--- src/design/srpd_pkg.sv ---
// ============================================================
// Shared constants and types for self-refresh / power-down
package srpd_pkg;

   // Clock rate in MHz
   localparam int CLK_MHZ            = 40;
   // Least self-refresh stay and first internal refresh bound, ns
   localparam int TCKE_NS            = 75;
   localparam int TCKE_CYC           = (TCKE_NS * CLK_MHZ + 999) / 1000;
   // Command receiver turn-off delay after power-down entry, ns
   localparam int TCPDED_NS          = 50;
   localparam int TCPDED_CYC         = (TCPDED_NS * CLK_MHZ + 999) / 1000;
   // Internal refresh interval in self-refresh, ns (longest: round down)
   localparam int TREFI_NS           = 7800;
   localparam int TREFI_CYC          = (TREFI_NS * CLK_MHZ) / 1000;
   // Counter width for all timers
   localparam int TMR_W              = 16;
   // Bank count
   localparam int NUM_BANKS          = 8;
   // Mode bit positions
   localparam int MR1_DLL_DIS_BIT    = 0;
   localparam int MR0_PD_FAST_BIT    = 12;

   // Command encodings {cs_n, ras_n, cas_n, we_n}
   localparam logic [3:0] CMD_REF    = 4'h1;
   localparam logic [3:0] CMD_NOP    = 4'h7;

   // Device power states
   typedef enum logic [2:0] {
      SRPD_NORMAL,
      SRPD_SELF_REFRESH,
      SRPD_PRE_PD,
      SRPD_ACT_PD
   } srpd_state_t;

   // Command bus sample
   typedef struct packed {
      logic cs_n;
      logic ras_n;
      logic cas_n;
      logic we_n;
   } srpd_cmd_t;

   // Status outputs
   typedef struct packed {
      logic dll_on;
      logic dll_reset;
      logic int_clk_en;
      logic cmd_rx_en;
      logic io_buf_en;
      logic refresh_req;
   } srpd_stat_t;

endpackage

--- src/design/srpd_timer.sv ---
`timescale 1ns/1ps
// ============================================================
// Loadable down-counter; done is high once count reaches zero
module srpd_timer
   import srpd_pkg::*;
(
   // Clock and reset
   input  wire logic             ref_clk,
   input  wire logic             sys_rst,
   // Control
   input  wire logic             load,
   input  wire logic [TMR_W-1:0] load_val,
   // Status
   output logic                  done
);
   logic [TMR_W-1:0] count;  // Remaining cycles

   // Count down to zero, reload on request
   always_ff @(posedge ref_clk)
   begin
      if (sys_rst)
         count <= '0;
      else if (load)
         count <= load_val;
      else if (count != '0)
         count <= count - 16'h0001;
   end

   assign done = (count == '0);
endmodule // srpd_timer

--- src/design/srpd_ctl.sv ---
`timescale 1ns/1ps
// ============================================================
// Summary of operation
// RULE_01: Low CS RAS CAS CKE, high WE: self-refresh.
// RULE_02: Controller precharges all, disables termination first.
// RULE_03: CKE stays low; stay at least tCKE.
// RULE_04: DLL off on entry, on plus reset exit.
// RULE_05: Self-refresh ignores all but CKE, reset.
// RULE_06: Internal refresh within tCKE, then own timer.
// RULE_07: Clock change after tCKSRE, stable tCKSRX before exit.
// RULE_08: CKE rise with NOP exits; wait tXS.
// RULE_09: Wait tXSDLL before DLL-needing commands.
// RULE_10: CKE high, termination off through tXSDLL.
// RULE_11: Re-entry needs tXS and extra refresh.
// RULE_12: Only NOP or deselect during tXS.
// RULE_13: CKE low with NOP enters power-down.
// RULE_14: Closed banks precharge, open banks active power-down.
// RULE_15: Buffers off; command receivers off after tCPDED.
// RULE_16: Slow-exit precharge power-down turns DLL off.
// RULE_17: CKE high with NOP exits; tXP, tXPDLL.
// RULE_18: Reset in power-down forces reset state.
// RULE_19: CKE held tCKE; stay under 9 intervals.
// RULE_20: Command-to-entry least delays per command.
// RULE_21: Refresh between exit and entry: tXP, tXPDLL.
// RULE_22: Early entry after refresh: NOPs until tRFC.
// RULE_23: Postponed refreshes done before self-refresh; max 8.
module srpd_ctl
   import srpd_pkg::*;
(
   // Clock and reset
   input  wire logic                 ref_clk,
   input  wire logic                 sys_rst,
   // Device pins from the controller
   input  wire logic                 reset_n,
   input  wire logic                 cke,
   input  wire srpd_cmd_t            cmd,
   // Mode register bits and core state
   input  wire logic                 mr1_dll_dis,
   input  wire logic                 mr0_pd_fast,
   input  wire logic [NUM_BANKS-1:0] bank_open,
   input  wire logic                 core_busy,
   // Status
   output srpd_state_t               pwr_state,
   output logic                      in_reset,
   output srpd_stat_t                stat
);
   // ============================================================
   // Pin synchronisers
   logic       rst_n_s1;      // First stage of reset pin
   logic       rst_n_s2;      // Synchronised reset pin
   logic       cke_s1;        // First stage of CKE
   logic       cke_s2;        // Synchronised CKE
   srpd_cmd_t  cmd_s1;        // First stage of command
   srpd_cmd_t  cmd_s2;        // Synchronised command
   logic       cke_prev;      // CKE seen on previous edge
   logic [NUM_BANKS-1:0] bank_s1;  // First stage of bank status
   logic [NUM_BANKS-1:0] bank_s2;  // Synchronised bank status

   // Two-flop capture of all pins
   always_ff @(posedge ref_clk)
   begin
      if (sys_rst)
      begin
         rst_n_s1 <= 1'h0;
         rst_n_s2 <= 1'h0;
         // CKE idles high in the normal state, so no false edge follows reset
         cke_s1   <= 1'h1;
         cke_s2   <= 1'h1;
         cmd_s1   <= 4'hF;
         cmd_s2   <= 4'hF;
         bank_s1  <= '0;
         bank_s2  <= '0;
         cke_prev <= 1'h1;
      end
      else
      begin
         rst_n_s1 <= reset_n;
         rst_n_s2 <= rst_n_s1;
         cke_s1   <= cke;
         cke_s2   <= cke_s1;
         cmd_s1   <= cmd;
         cmd_s2   <= cmd_s1;
         bank_s1  <= bank_open;
         bank_s2  <= bank_s1;
         cke_prev <= cke_s2;
      end
   end

   // ============================================================
   // Command decode
   logic is_nop;       // NOP or deselect
   logic sre_cmd;      // Self-refresh entry
   logic pd_entry;     // Power-down entry
   logic exit_cmd;     // Exit from either low-power state
   logic all_closed;   // No bank open

   // Deselect or NOP
   function automatic logic nop_like(input srpd_cmd_t c);
      nop_like = c.cs_n || ({c.ras_n, c.cas_n, c.we_n} == 3'h7);
   endfunction

   assign is_nop     = nop_like(cmd_s2);
   // Refresh encoding registered with CKE falling
   assign sre_cmd    = cke_prev && !cke_s2 && (cmd_s2 == CMD_REF);  // see RULE_01
   assign pd_entry   = cke_prev && !cke_s2 && is_nop;               // see RULE_13
   assign exit_cmd   = !cke_prev && cke_s2 && is_nop;               // see RULE_08 see RULE_17
   assign all_closed = (bank_s2 == '0);

   // ============================================================
   // Timers
   logic tcke_load;    // Start least stay / first refresh window
   logic tcke_done;
   logic cpded_load;   // Start receiver turn-off delay
   logic cpded_done;
   logic refi_load;    // Restart internal refresh interval
   logic refi_done;

   srpd_timer u_tcke (
      .ref_clk  (ref_clk),
      .sys_rst  (sys_rst),
      .load     (tcke_load),
      .load_val (TMR_W'(TCKE_CYC)),
      .done     (tcke_done)
   );

   srpd_timer u_cpded (
      .ref_clk  (ref_clk),
      .sys_rst  (sys_rst),
      .load     (cpded_load),
      .load_val (TMR_W'(TCPDED_CYC)),
      .done     (cpded_done)
   );

   // Loaded one short: done shows while count is zero and the reload comes one cycle later, giving an exact interval
   srpd_timer u_refi (
      .ref_clk  (ref_clk),
      .sys_rst  (sys_rst),
      .load     (refi_load),
      .load_val (TMR_W'(TREFI_CYC - 1)),
      .done     (refi_done)
   );

   // ============================================================
   // Power state machine
   srpd_state_t next_state;   // Next power state
   logic        pd_pending;   // Entry taken, waiting for core idle
   logic        dll_was_on;   // DLL enabled when self-refresh began
   logic        first_ref;    // First internal refresh issued

   // Next-state selection
   always_comb
   begin
      next_state = pwr_state;
      case (pwr_state)
         SRPD_NORMAL:
         begin
            if (sre_cmd)
               next_state = SRPD_SELF_REFRESH;
            else if ((pd_entry || pd_pending) && !core_busy)
               // Closed banks pick precharge mode, open ones active mode
               next_state = all_closed ? SRPD_PRE_PD : SRPD_ACT_PD;  // see RULE_14
         end
         SRPD_SELF_REFRESH:
         begin
            // Only a CKE rise with NOP or deselect counts here; stay is at least tCKE
            if (exit_cmd && tcke_done)  // see RULE_05 see RULE_03
               next_state = SRPD_NORMAL;
         end
         SRPD_PRE_PD,
         SRPD_ACT_PD:
         begin
            if (exit_cmd)
               next_state = SRPD_NORMAL;
         end
         default:
            next_state = SRPD_NORMAL;
      endcase
   end

   // State register; reset pin low overrides any state
   always_ff @(posedge ref_clk)
   begin
      if (sys_rst || !rst_n_s2)  // see RULE_18
         pwr_state <= SRPD_NORMAL;
      else
         pwr_state <= next_state;
   end

   // Reset state flag
   always_ff @(posedge ref_clk)
   begin
      if (sys_rst)
         in_reset <= 1'h1;
      else
         in_reset <= !rst_n_s2;
   end

   // Power-down entry held while core commands finish
   always_ff @(posedge ref_clk)
   begin
      if (sys_rst || !rst_n_s2)
         pd_pending <= 1'h0;
      else if (pwr_state != SRPD_NORMAL || exit_cmd)
         pd_pending <= 1'h0;
      else if (pd_entry && core_busy)
         pd_pending <= 1'h1;
   end

   // Timer loads
   assign tcke_load  = (pwr_state == SRPD_NORMAL) && (next_state == SRPD_SELF_REFRESH);
   assign cpded_load = (pwr_state == SRPD_NORMAL) && (next_state != SRPD_NORMAL);
   // Reload on entry too, so a quick re-entry never inherits a part-run interval
   assign refi_load  = (pwr_state == SRPD_SELF_REFRESH) && (!first_ref || refi_done);

   // ============================================================
   // Self-refresh internal refresh and DLL handling
   logic in_sr;        // In self-refresh
   logic in_pd;        // In either power-down
   assign in_sr = (pwr_state == SRPD_SELF_REFRESH);
   assign in_pd = (pwr_state == SRPD_PRE_PD) || (pwr_state == SRPD_ACT_PD);

   // Status flip-flops, gathered into the status struct at the end
   logic refresh_pulse;  // Internal refresh request
   logic dll_run;        // DLL enable
   logic dll_rst_pulse;  // DLL reset on exit
   logic clk_run;        // Internal clock enable
   logic buf_on;         // Input and output buffers enabled
   logic rx_on;          // Command receivers enabled

   // First refresh on the second cycle in self-refresh, then one per interval
   always_ff @(posedge ref_clk)
   begin
      if (sys_rst)
      begin
         first_ref     <= 1'h0;
         refresh_pulse <= 1'h0;
      end
      else
      begin
         first_ref     <= in_sr;
         refresh_pulse <= refi_load;  // see RULE_06
      end
   end

   // Remember DLL mode at self-refresh entry
   always_ff @(posedge ref_clk)
   begin
      if (sys_rst)
         dll_was_on <= 1'h0;
      else if (tcke_load)
         dll_was_on <= !mr1_dll_dis;
   end

   // DLL enable and exit-time DLL reset pulse
   always_ff @(posedge ref_clk)
   begin
      if (sys_rst || !rst_n_s2)
      begin
         dll_run       <= 1'h0;
         dll_rst_pulse <= 1'h0;
      end
      else
      begin
         // Off in self-refresh, off in slow-exit precharge power-down
         dll_run       <= !mr1_dll_dis && !(next_state == SRPD_SELF_REFRESH)
                          && !(next_state == SRPD_PRE_PD && !mr0_pd_fast);  // see RULE_04 see RULE_16
         dll_rst_pulse <= in_sr && (next_state == SRPD_NORMAL) && dll_was_on;  // see RULE_04
      end
   end

   // ============================================================
   // Clock and buffer gating
   always_ff @(posedge ref_clk)
   begin
      if (sys_rst)
      begin
         clk_run <= 1'h1;
         buf_on  <= 1'h1;
         rx_on   <= 1'h1;
      end
      else
      begin
         clk_run <= (next_state != SRPD_SELF_REFRESH);  // see RULE_05
         buf_on  <= !(in_pd || in_sr) || exit_cmd;      // see RULE_15
         // Receivers stay on through the tCPDED window
         rx_on   <= (pwr_state == SRPD_NORMAL) || !cpded_done
                    || exit_cmd;                        // see RULE_15
      end
   end

   // ============================================================
   // Status output; one driver for the whole struct
   assign stat = '{dll_on:      dll_run,
                   dll_reset:   dll_rst_pulse,
                   int_clk_en:  clk_run,
                   cmd_rx_en:   rx_on,
                   io_buf_en:   buf_on,
                   refresh_req: refresh_pulse};
endmodule // srpd_ctl

--- config.mk ---
export PLATFORM = sky130hd
export DESIGN_NAME = srpd_ctl
export DESIGN_NICKNAME = d
export VERILOG_FILES = /design/src/design/srpd_pkg.sv /design/src/design/srpd_timer.sv /design/src/design/srpd_ctl.sv
export SDC_FILE = /design/constraint.sdc
export NUM_CORES = 1
export LEC_CHECK = 0
export BUFFER_PORTS_ARGS = -buffer_cell sky130_fd_sc_hd__buf_2
export CORE_UTILIZATION = 28
export DETAILED_ROUTE_END_ITERATION = 6
export GPL_TIMING_DRIVEN = 0
export SYNTH_ARGS = -nofsm -noshare
export SYNTH_HDL_FRONTEND = slang
export SYNTH_SLANG_ARGS = --single-unit
--- constraint.sdc ---
create_clock -name ref_clk -period 2.25 [get_ports ref_clk]
set_input_delay 0.5625 -clock ref_clk [delete_from_list [all_inputs] [get_ports ref_clk]]
set_output_delay 0.5625 -clock ref_clk [all_outputs]
set_load 0.05 [all_outputs]
==> metrics, run 1 <==
YS warnings=0; xor/xnor cell area share of the yosys netlist=0.0731; CTS Root Cell=clkbuf_16; Total Wirelength=7400 µm; Yosys top cell area share=0.470; CTS clk-pin slew, worst paths=0.07 ns; final worst-path setup slack=0.159 ns; status=finished clean; initial antenna violation count=0; Worst EP arrival=2.30 ns; cell taking the most area after synthesis=dfxtp_1; Via Count=2850; Synth Register Bits=90; depth of the CTS H-tree=3; DRT Pass-1 Iters=5; Routed Antenna Nets=0; Num Clock Sinks=90; core area=13300 µm²; largest net degree at the start of global routing=18; Port-buffer cells=28; initial DRC count=91; Simple-Gate Fraction of Synth Area=0.292; adder-cell share of the synthesized area=0.0131; Crit Path Max Fanout=4; VDD IR max=0.000420 V; main combinational cell family by area after synthesis=simple AND/OR/NAND/NOR gates; vias in the first global route=2850; max-cap violation count=0; Congestion Overflow GR=0; startpoint types=register; Syn Std Cell Area=3830 µm²; Cell Rows=42; Filler cells=1383; ys flop type=dfxtp_1; crit path capture type=register; Final #Nets=474; TritonCTS clock tree=built; layout cells sized above 1=0.200; register area share after synthesis=0.470; gpl congestion=0.786; Place WS=0.167 ns; measured slew at the worst slew-check pin=0.511 ns; die outline height=119 µm; Fin Clk Skew=0.00638 ns; GR Util All Layers=0.115; fin. max-slew vios=0; Crit Path Class=register to register; CP required=2.46 ns; # DRC=0; Slew headroom=0.657; first-pass GRT wire length=13100 µm; endpoints failing hold=0; multiplexer share of the synthesized area=0.0108; Top Ports=29; Max Root-Sink Buffers=2; WL/cell=11.7 µm; clock power share=0.228; fin crit period=2.09 ns; die area=14200 µm²; P per Cell Area=1400 nW/µm²; FFs w/ async S/R, synth=0; Reg power frac=0.363; Pleak=1.75 nW; final core utilization=0.340; Compound-Gate Fraction of Synth Area=0.101; sw frac=0.385; power share of the combinational group=0.408; fmax=478 MHz; final std cells w/o fill=633; area grow syn2layout=17.9%; CTS Buf Count=9; Setup TNS Final=0 ns; Worst-Skew Late Latency=0.34 ns; hpwl dp=5230 µm; final setup violation count=0; vias per cell=4.50; Initial Util=0.288; Final Cycle Share=0.929; Mapped Cells=410; leading post-synthesis cells by cell area=dfxtp_1 47%, nor2_1 5.4%, xor2_1 4.6%, nor2b_1 4.1%, xnor2_1 2.7%; Hold Path Class=input port to register; Hold Slack=0.404 ns; Chip Width=119 µm; Internal Power=3.89 mW; P_sw=2.44 mW; Placed Cells=614; Post-synth EDFFs=0; Net Count, Synth=433; synthesized area per cell=9.35 µm²; post-synth cell types=56
==> path summary, 6_finish.rpt <==
kind | end | start | cells after the start | slack, ns
min | cke_s1 | cke | 2 | 0.40
max reg2reg | clk_run | u_tcke.count[0] | 7 | 0.16
min reg2reg | cke_s2 | cke_s1 | 1 | 0.41
max | clk_run | u_tcke.count[0] | 7 | 0.16
==> routing by layer <==
metal / share of wire / up-vias / global-route usage
met5: 0 / - / 0
met4: 0.016 / 0 / 0.0451
met3: 0.043 / 10 / 0.0350
met2: 0.45 / 40 / 0.181
met1: 0.49 / 1294 / 0.145
li1: - / 1506 / -
==> critical path, stage by stage, from the launching register on <==
cell     delay [ns]
dfxtp_1        0.36
inv_1          0.09
ha_1           0.24
nor4b_4        0.16
a41oi_1        0.29
a21oi_1        0.09
or2_1          0.25
or4b_1         0.49
==> what timing repair did <==
item                       in CTS  in global routing
hold buffers                    0                  0
gates resized for setup         0                  4
setup endpoints to repair       0                  9
buffers inserted                0                  2
==> placed cells by master, fill, tap and decap left out, drive strengths merged, types with 2 or more instances in the layout <==
cell / Yosys / final
nand2b: 6 / 6
nor4b: 3 / 3
o21ai: 16 / 16
xnor2: 12 / 12
or4b: 2 / 2
dfxtp: 90 / 90
nor4: 16 / 16
nand4: 6 / 6
or2: 16 / 16
o31ai: 2 / 2
a21oi: 20 / 20
o211ai: 6 / 6
xor2: 20 / 20
inv: 10 / 13
ha: 4 / 4
nand3: 5 / 5
a311oi: 3 / 3
or4: 7 / 7
clkinv: 0 / 3
nor2b: 25 / 25
nor3: 17 / 17
nor2: 56 / 56
clkbuf: 10 / 19
a211oi: 5 / 5
buf: 9 / 39
or3: 7 / 7
nand2: 18 / 18
mux2i: 3 / 3
and2: 2 / 2
nor3b: 3 / 3
==> through the flow <==
stage | instance area (µm²) | power, mW
finish | 4520 | 6.32
global route | 4510 | 6.82
CTS | 4480 | 6.30
detailed placement | 4190 | 4.82
global placement | 4190 | 4.75
floorplan | 3830 | 4.35
==> cell families after synthesis <==
logic type | after synthesis
fa+ha+maj | 4
buf+inv | 29
mux | 4
compound gates | 60
simple gates | 190
flops | 90
xor+xnor | 32
other cells | 1
==> power groups by stage <==
| stage | sequential, mW | clock [mW] | combinational [mW] |
|---|---|---|---|
| 6_report | 2.30 | 1.44 | 2.58 |
| 2_1_floorplan | 2.24 | 0 | 2.11 |
| 3_5_place_dp | 2.31 | 0 | 2.51 |
| 5_1_grt | 2.35 | 1.55 | 2.92 |
| 3_3_place_gp | 2.29 | 0 | 2.46 |
| 4_1_cts | 2.28 | 1.48 | 2.54 |
==> synth_stat cells, types with 3 or more instances <==
master    number
a211oi_1       4
a21oi_1       20
buf_4          6
clkbuf_1       9
dfxtp_1       90
ha_1           4
inv_1         10
mux2i_1        3
nand2_1       18
nand2b_1       6
nand3_1        5
nand4_1        5
nor2_1        55
nor2b_1       25
nor3_1        14
nor3_2         3
nor3b_1        3
nor4_1         9
nor4_2         5
o211ai_1       6
o21ai_0        7
o21ai_1        9
or2_2         13
or3_1          6
or4_1          4
or4_4          3
xnor2_1       12
xor2_1        20
==> state kept, by name (all words and copies together) (netlist names), 3 cells and up <==
register	count
u_cpded.count	16
bank_s1	8
cmd_s2	4
cmd_s1	4
u_refi.count	16
pwr_state	3
u_tcke.count	16
bank_s2	8
==> cell type report <==
type,count,area (µm²),share of cell area
Sequential cell,90,1800,0.399
Inverter,10,37.5,0.00831
Timing Repair Buffer,30,155,0.0343
Clock inverter,7,62.6,0.0139
Tap cell,176,220,0.0488
Multi-Input combinational cell,291,1900,0.420
Antenna cell,1,2.50,0.000554
Buffer,19,115,0.0255
Clock buffer,9,225,0.0499
(Power assumes the default switching activity.)
==> inputs of run 2 (changes only) <==
--- a/config.mk
+++ b/config.mk
@@ -9,6 +9,8 @@
 export CORE_UTILIZATION = 28
 export DETAILED_ROUTE_END_ITERATION = 6
 export GPL_TIMING_DRIVEN = 0
+export PLACE_DENSITY_LB_ADDON = 0.25
+export RECOVER_POWER = 25
 export SYNTH_ARGS = -nofsm -noshare
 export SYNTH_HDL_FRONTEND = slang
 export SYNTH_SLANG_ARGS = --single-unit
==> metrics, run 2 (synthesis gave the netlist of run 1 again) <==
postcts setup bufs=0 (unchanged); Slew headroom=0.601 (-0.0561); gpl congestion=0.746 (-5.1%); initial antenna violation count=0 (unchanged); Cell Rows=42 (unchanged); core area=13300 µm² (unchanged); Final Cycle Share=0.922 (-0.00780); final worst-path setup slack=0.177 ns (+0.0176 ns); Crit Path Class=register to register; Fin Clk Skew=0.00807 ns (+0.00169 ns); largest net degree at the start of global routing=18 (unchanged); startpoint types=register; CP startpoint=u_tcke.count[0]; Total Wirelength=7570 µm (+2.3%); CTS Buf Count=9 (unchanged); # hold bufs at CTS=0 (unchanged); first-pass GRT wire length=13000 µm (-0.84%); RSZ-0062 raised after global routing=false; initial DRC count=81 (-11%); slowest stage cell on the critical path=or4b_1; VDD IR max=0.000748 V (+78%); crit path capture type=register; die area=14200 µm² (unchanged); diodes inserted=0 (-1); Crit Path Max Fanout=5 (+1); hold_sp=cmd[0]; Tot Pwr=6.25 mW (-1.2%); CP max stage delay=0.46 ns (-0.03 ns); Max Root-Sink Buffers=2 (unchanged); Top Ports=29 (unchanged); DRT Pass-1 Iters=4 (-1); Top delay family on crit path=simple AND/OR/NAND/NOR gates; GR Util All Layers=0.115 (+0.000731); CP Cell Sequence=inv_1 -> ha_1 -> nor4b_4 -> a41oi_1 -> a21oi_1 -> or2_1 -> or4b_1; fin. max-slew vios=0 (unchanged); worst r2r src=u_tcke.count[0]; measured slew at the worst slew-check pin=0.594 ns (+0.0834 ns); vias per cell=4.56 (+1.3%); fin crit period=2.07 ns (-0.0176 ns); fmax=482 MHz (+0.85%); Worst Reg-to-Reg Cells=7 (unchanged); TritonCTS clock tree=built; max-cap violation count=0 (unchanged); WL/cell=12.0 µm (+2.8%); most common cell after layout, fill and taps aside=dfxtp_1; area grow syn2layout=17.0%; depth of the CTS H-tree=3 (unchanged); CTS Root Cell=clkbuf_16; Crit. path cell count=7 (unchanged); CP required=2.47 ns (about the same); Pleak=1.73 nW (-1.1%); final setup violation count=0 (unchanged); Via Count=2873 (+0.81%); CTS clk-pin slew, worst paths=0.07 ns (about the same); CP bufs+invs=1 (unchanged); endpoints failing hold=0 (unchanged); die outline height=119 µm (unchanged); worst hold path stage count=2 (unchanged); Port-buffer cells=28 (unchanged); most frequent cells in the layout=90 x dfxtp_1, 55 x nor2_1, 29 x buf_2; post_cts resized=0 (unchanged); Chip Width=119 µm (unchanged); Hold Path Class=input port to register; Routed Antenna Nets=0 (unchanged); layout cells sized above 1=0.192 (-0.00793); Worst EP arrival=2.29 ns (about the same); hpwl dp=5430 µm (+3.8%); # DRC=0 (unchanged); P per Cell Area=1390 nW/µm² (-0.47%); Setup TNS Final=0 ns (unchanged); Place WS=0.161 ns (-0.00554 ns); vias in the first global route=2815 (-1.2%); Congestion Overflow GR=0 (unchanged); Num Clock Sinks=90 (unchanged); Worst-Skew Late Latency=0.35 ns (about the same); Final #Nets=472 (-0.42%); Initial Util=0.288 (unchanged); status=finished clean; Top Registers=u_cpded.count (16), u_refi.count (16), u_tcke.count (16)
run 2: layout make-up:
class,count,area (µm²)
multi-input cells,291,1890
repair buffers,28,139
inverters,10,37.5
plain buffers,19,114
fillers,1388,8810
flip-flops and latches,90,1800
well taps,176,220
clock buffers,9,225
clock inverters,7,58.8
run 2: final timing paths:
check / endpoint / slack, ns
setup / recovery: clk_run / 0.18
hold / removal: cmd_s1[0] / 0.39
hold reg to reg: cmd_s2[2] / 0.41
setup reg to reg: clk_run / 0.18
run 2: stage by stage:
stage | hold slack (ns) | area (µm²) | util | instances
final | 0.395 | 4480 | 0.337 | 630
after global routing | 0.380 | 4480 | 0.337 | 630
after CTS | 0.384 | 4480 | 0.337 | 630
after detailed placement | 0.399 | 4190 | 0.315 | 614
after global placement | 0.398 | 4190 | 0.315 | 614
after floorplan | 0.389 | 3830 | - | 410
run 2: power breakdown:
part / leakage, nW / switching (mW) / internal (mW)
Sequential: 0.740 / 0.360 / 1.93
Combinational: 0.849 / 1.38 / 1.15
Clock: 0.139 / 0.670 / 0.768
run 2: per-layer routing:
metal | wire length, µm | GRT usage | share of wire | up-vias
met2 | 3420 | 0.182 | 0.45 | 41
met4 | 138 | 0.0467 | 0.018 | 0
met1 | 3710 | 0.145 | 0.49 | 1322
met5 | 0 | 0 | 0 | -
li1 | - | - | - | 1498
met3 | 293 | 0.0364 | 0.039 | 12
==> inputs of run 3 (changes only) <==
--- a/config.mk
+++ b/config.mk
@@ -9,7 +9,7 @@
 export CORE_UTILIZATION = 28
 export DETAILED_ROUTE_END_ITERATION = 6
 export GPL_TIMING_DRIVEN = 0
-export PLACE_DENSITY_LB_ADDON = 0.25
+export PLACE_DENSITY = 0.46
 export RECOVER_POWER = 25
 export SYNTH_ARGS = -nofsm -noshare
 export SYNTH_HDL_FRONTEND = slang
==> metrics, run 3 (synthesis gave the netlist of run 1 again) <==
area grow syn2layout=18.3%; final setup violation count=0 (unchanged); vias per cell=4.49 (-1.6%); RSZ-0062 raised after global routing=false; crit path capture type=register; CTS Buf Count=9 (unchanged); CTS Root Cell=clkbuf_16; Routed Antenna Nets=0 (unchanged); vias in the first global route=2850 (+1.2%); largest net degree at the start of global routing=16 (-2); Total Wirelength=7460 µm (-1.4%); die area=14200 µm² (unchanged); # hold bufs at CTS=0 (unchanged); GR Util All Layers=0.118 (+0.00325); final std cells w/o fill=630 (unchanged); measured slew at the worst slew-check pin=0.573 ns (-0.0211 ns); Congestion Overflow GR=0 (unchanged); Fin Clk Skew=0.00461 ns (-0.00346 ns); Crit Path Max Fanout=5 (unchanged); Initial Util=0.288 (unchanged); Tot Pwr=6.42 mW (+2.9%); DRT Pass-1 Iters=4 (unchanged); hpwl dp=5380 µm (-0.93%); WL/cell=11.8 µm (-1.4%); VDD IR max=0.000438 V (-41%); multi-input logic area=1900 µm² (+0.73%); Cell Rows=42 (unchanged); Worst EP arrival=2.28 ns (about the same); Top Registers=u_cpded.count (16), u_refi.count (16), u_tcke.count (16); Chip Width=119 µm (unchanged); diodes inserted=0 (unchanged); P per Cell Area=1420 nW/µm² (+1.7%); fmax=482 MHz (about the same); Final #Nets=472 (unchanged); fin crit period=2.07 ns (-0.000462 ns); Placed Cells=614 (unchanged); FF+latch area=1800 µm² (unchanged); initial antenna violation count=0 (unchanged); Slew headroom=0.615 (+0.0142); initial DRC count=121 (+49%); CP required=2.46 ns (about the same); core area=13300 µm² (unchanged); TritonCTS clock tree=built; layout cells sized above 1=0.194 (+0.00220); Pleak=1.74 nW (+0.77%); gpl congestion=0.762 (+2.2%); # DRC=0 (unchanged); Via Count=2826 (-1.6%); Worst-Skew Late Latency=0.34 ns (about the same); most frequent cells in the layout=90 x dfxtp_1, 55 x nor2_1, 29 x buf_2; Final Cycle Share=0.921 (about the same); max-cap violation count=0 (unchanged); Crit Path Class=register to register; Filler cells=1371 (-1.2%); CTS clk-pin slew, worst paths=0.06 ns (about the same); Top Ports=29 (unchanged); Num Clock Sinks=90 (unchanged); first-pass GRT wire length=13400 µm (+3.7%); endpoints failing hold=0 (unchanged); Max Root-Sink Buffers=2 (unchanged); most common cell after layout, fill and taps aside=dfxtp_1; Setup TNS Final=0 ns (unchanged); Hold Path Class=input port to register; depth of the CTS H-tree=3 (unchanged); die outline height=119 µm (unchanged); Port-buffer cells=28 (unchanged); fin. max-slew vios=0 (unchanged); startpoint types=register; status=finished clean
-- run 3: cell count changes in the layout (fill, tap and decap cells not counted), sizes merged --
cell / change
clkinvlp: +2
bufinv: +2
clkbuf: +2
clkinv: -1
inv: -4
buf: -1
-- run 3: final timing paths --
path	start	cells past startpoint	end	slack [ns]
setup / recovery	u_tcke.count[0]	7	clk_run	0.18
hold / removal	cmd[0]	2	cmd_s1[0]	0.40
setup reg to reg	u_tcke.count[0]	7	clk_run	0.18
hold reg to reg	cmd_s1[2]	1	cmd_s2[2]	0.41
-- run 3: final cells by class --
type,count,share of cell area
inverter,10,0.00828
tap,176,0.0486
buffer,19,0.0254
sequential,90,0.397
multi-input combinational,291,0.419
clock inverter,6,0.0201
timing repair buffer,28,0.0306
clock buffer,10,0.0505
-- run 3: metrics by stage --
step	util	instance area (µm²)	worst slack, ns	hold slack [ns]
after floorplan	-	3830	0.367	0.389
after global placement	0.315	4190	0.0314	0.398
after detailed placement	0.315	4190	0.0518	0.392
after CTS	0.339	4510	0.0309	0.393
after global routing	0.341	4540	0.0114	0.394
final	0.341	4540	0.177	0.404
-- run 3: repair_timing --
item,CTS,global route
endpoints found under the setup margin,0,13
buffers inserted,0,0
gates resized for setup,0,5
-- run 3: routing by layer --
layer / routed length [µm] / track usage
met5: 0 / 0
met4: 92 / 0.0475
met3: 240 / 0.0297
met2: 3280 / 0.175
met1: 3850 / 0.164
-- run 3: critical path, stage by stage (launching register included) --
cell and delay, ns:
dfxtp_1 0.36, inv_1 0.08, ha_1 0.24, nor4b_4 0.16, a41oi_1 0.28, a21oi_1 0.09
or2_1 0.26, or4b_1 0.48
-- run 3: power by group --
group          total, mW  switching, mW  internal (mW)
clock network       1.60          0.626          0.975
registers           2.29          0.365           1.93
logic               2.53           1.37           1.16
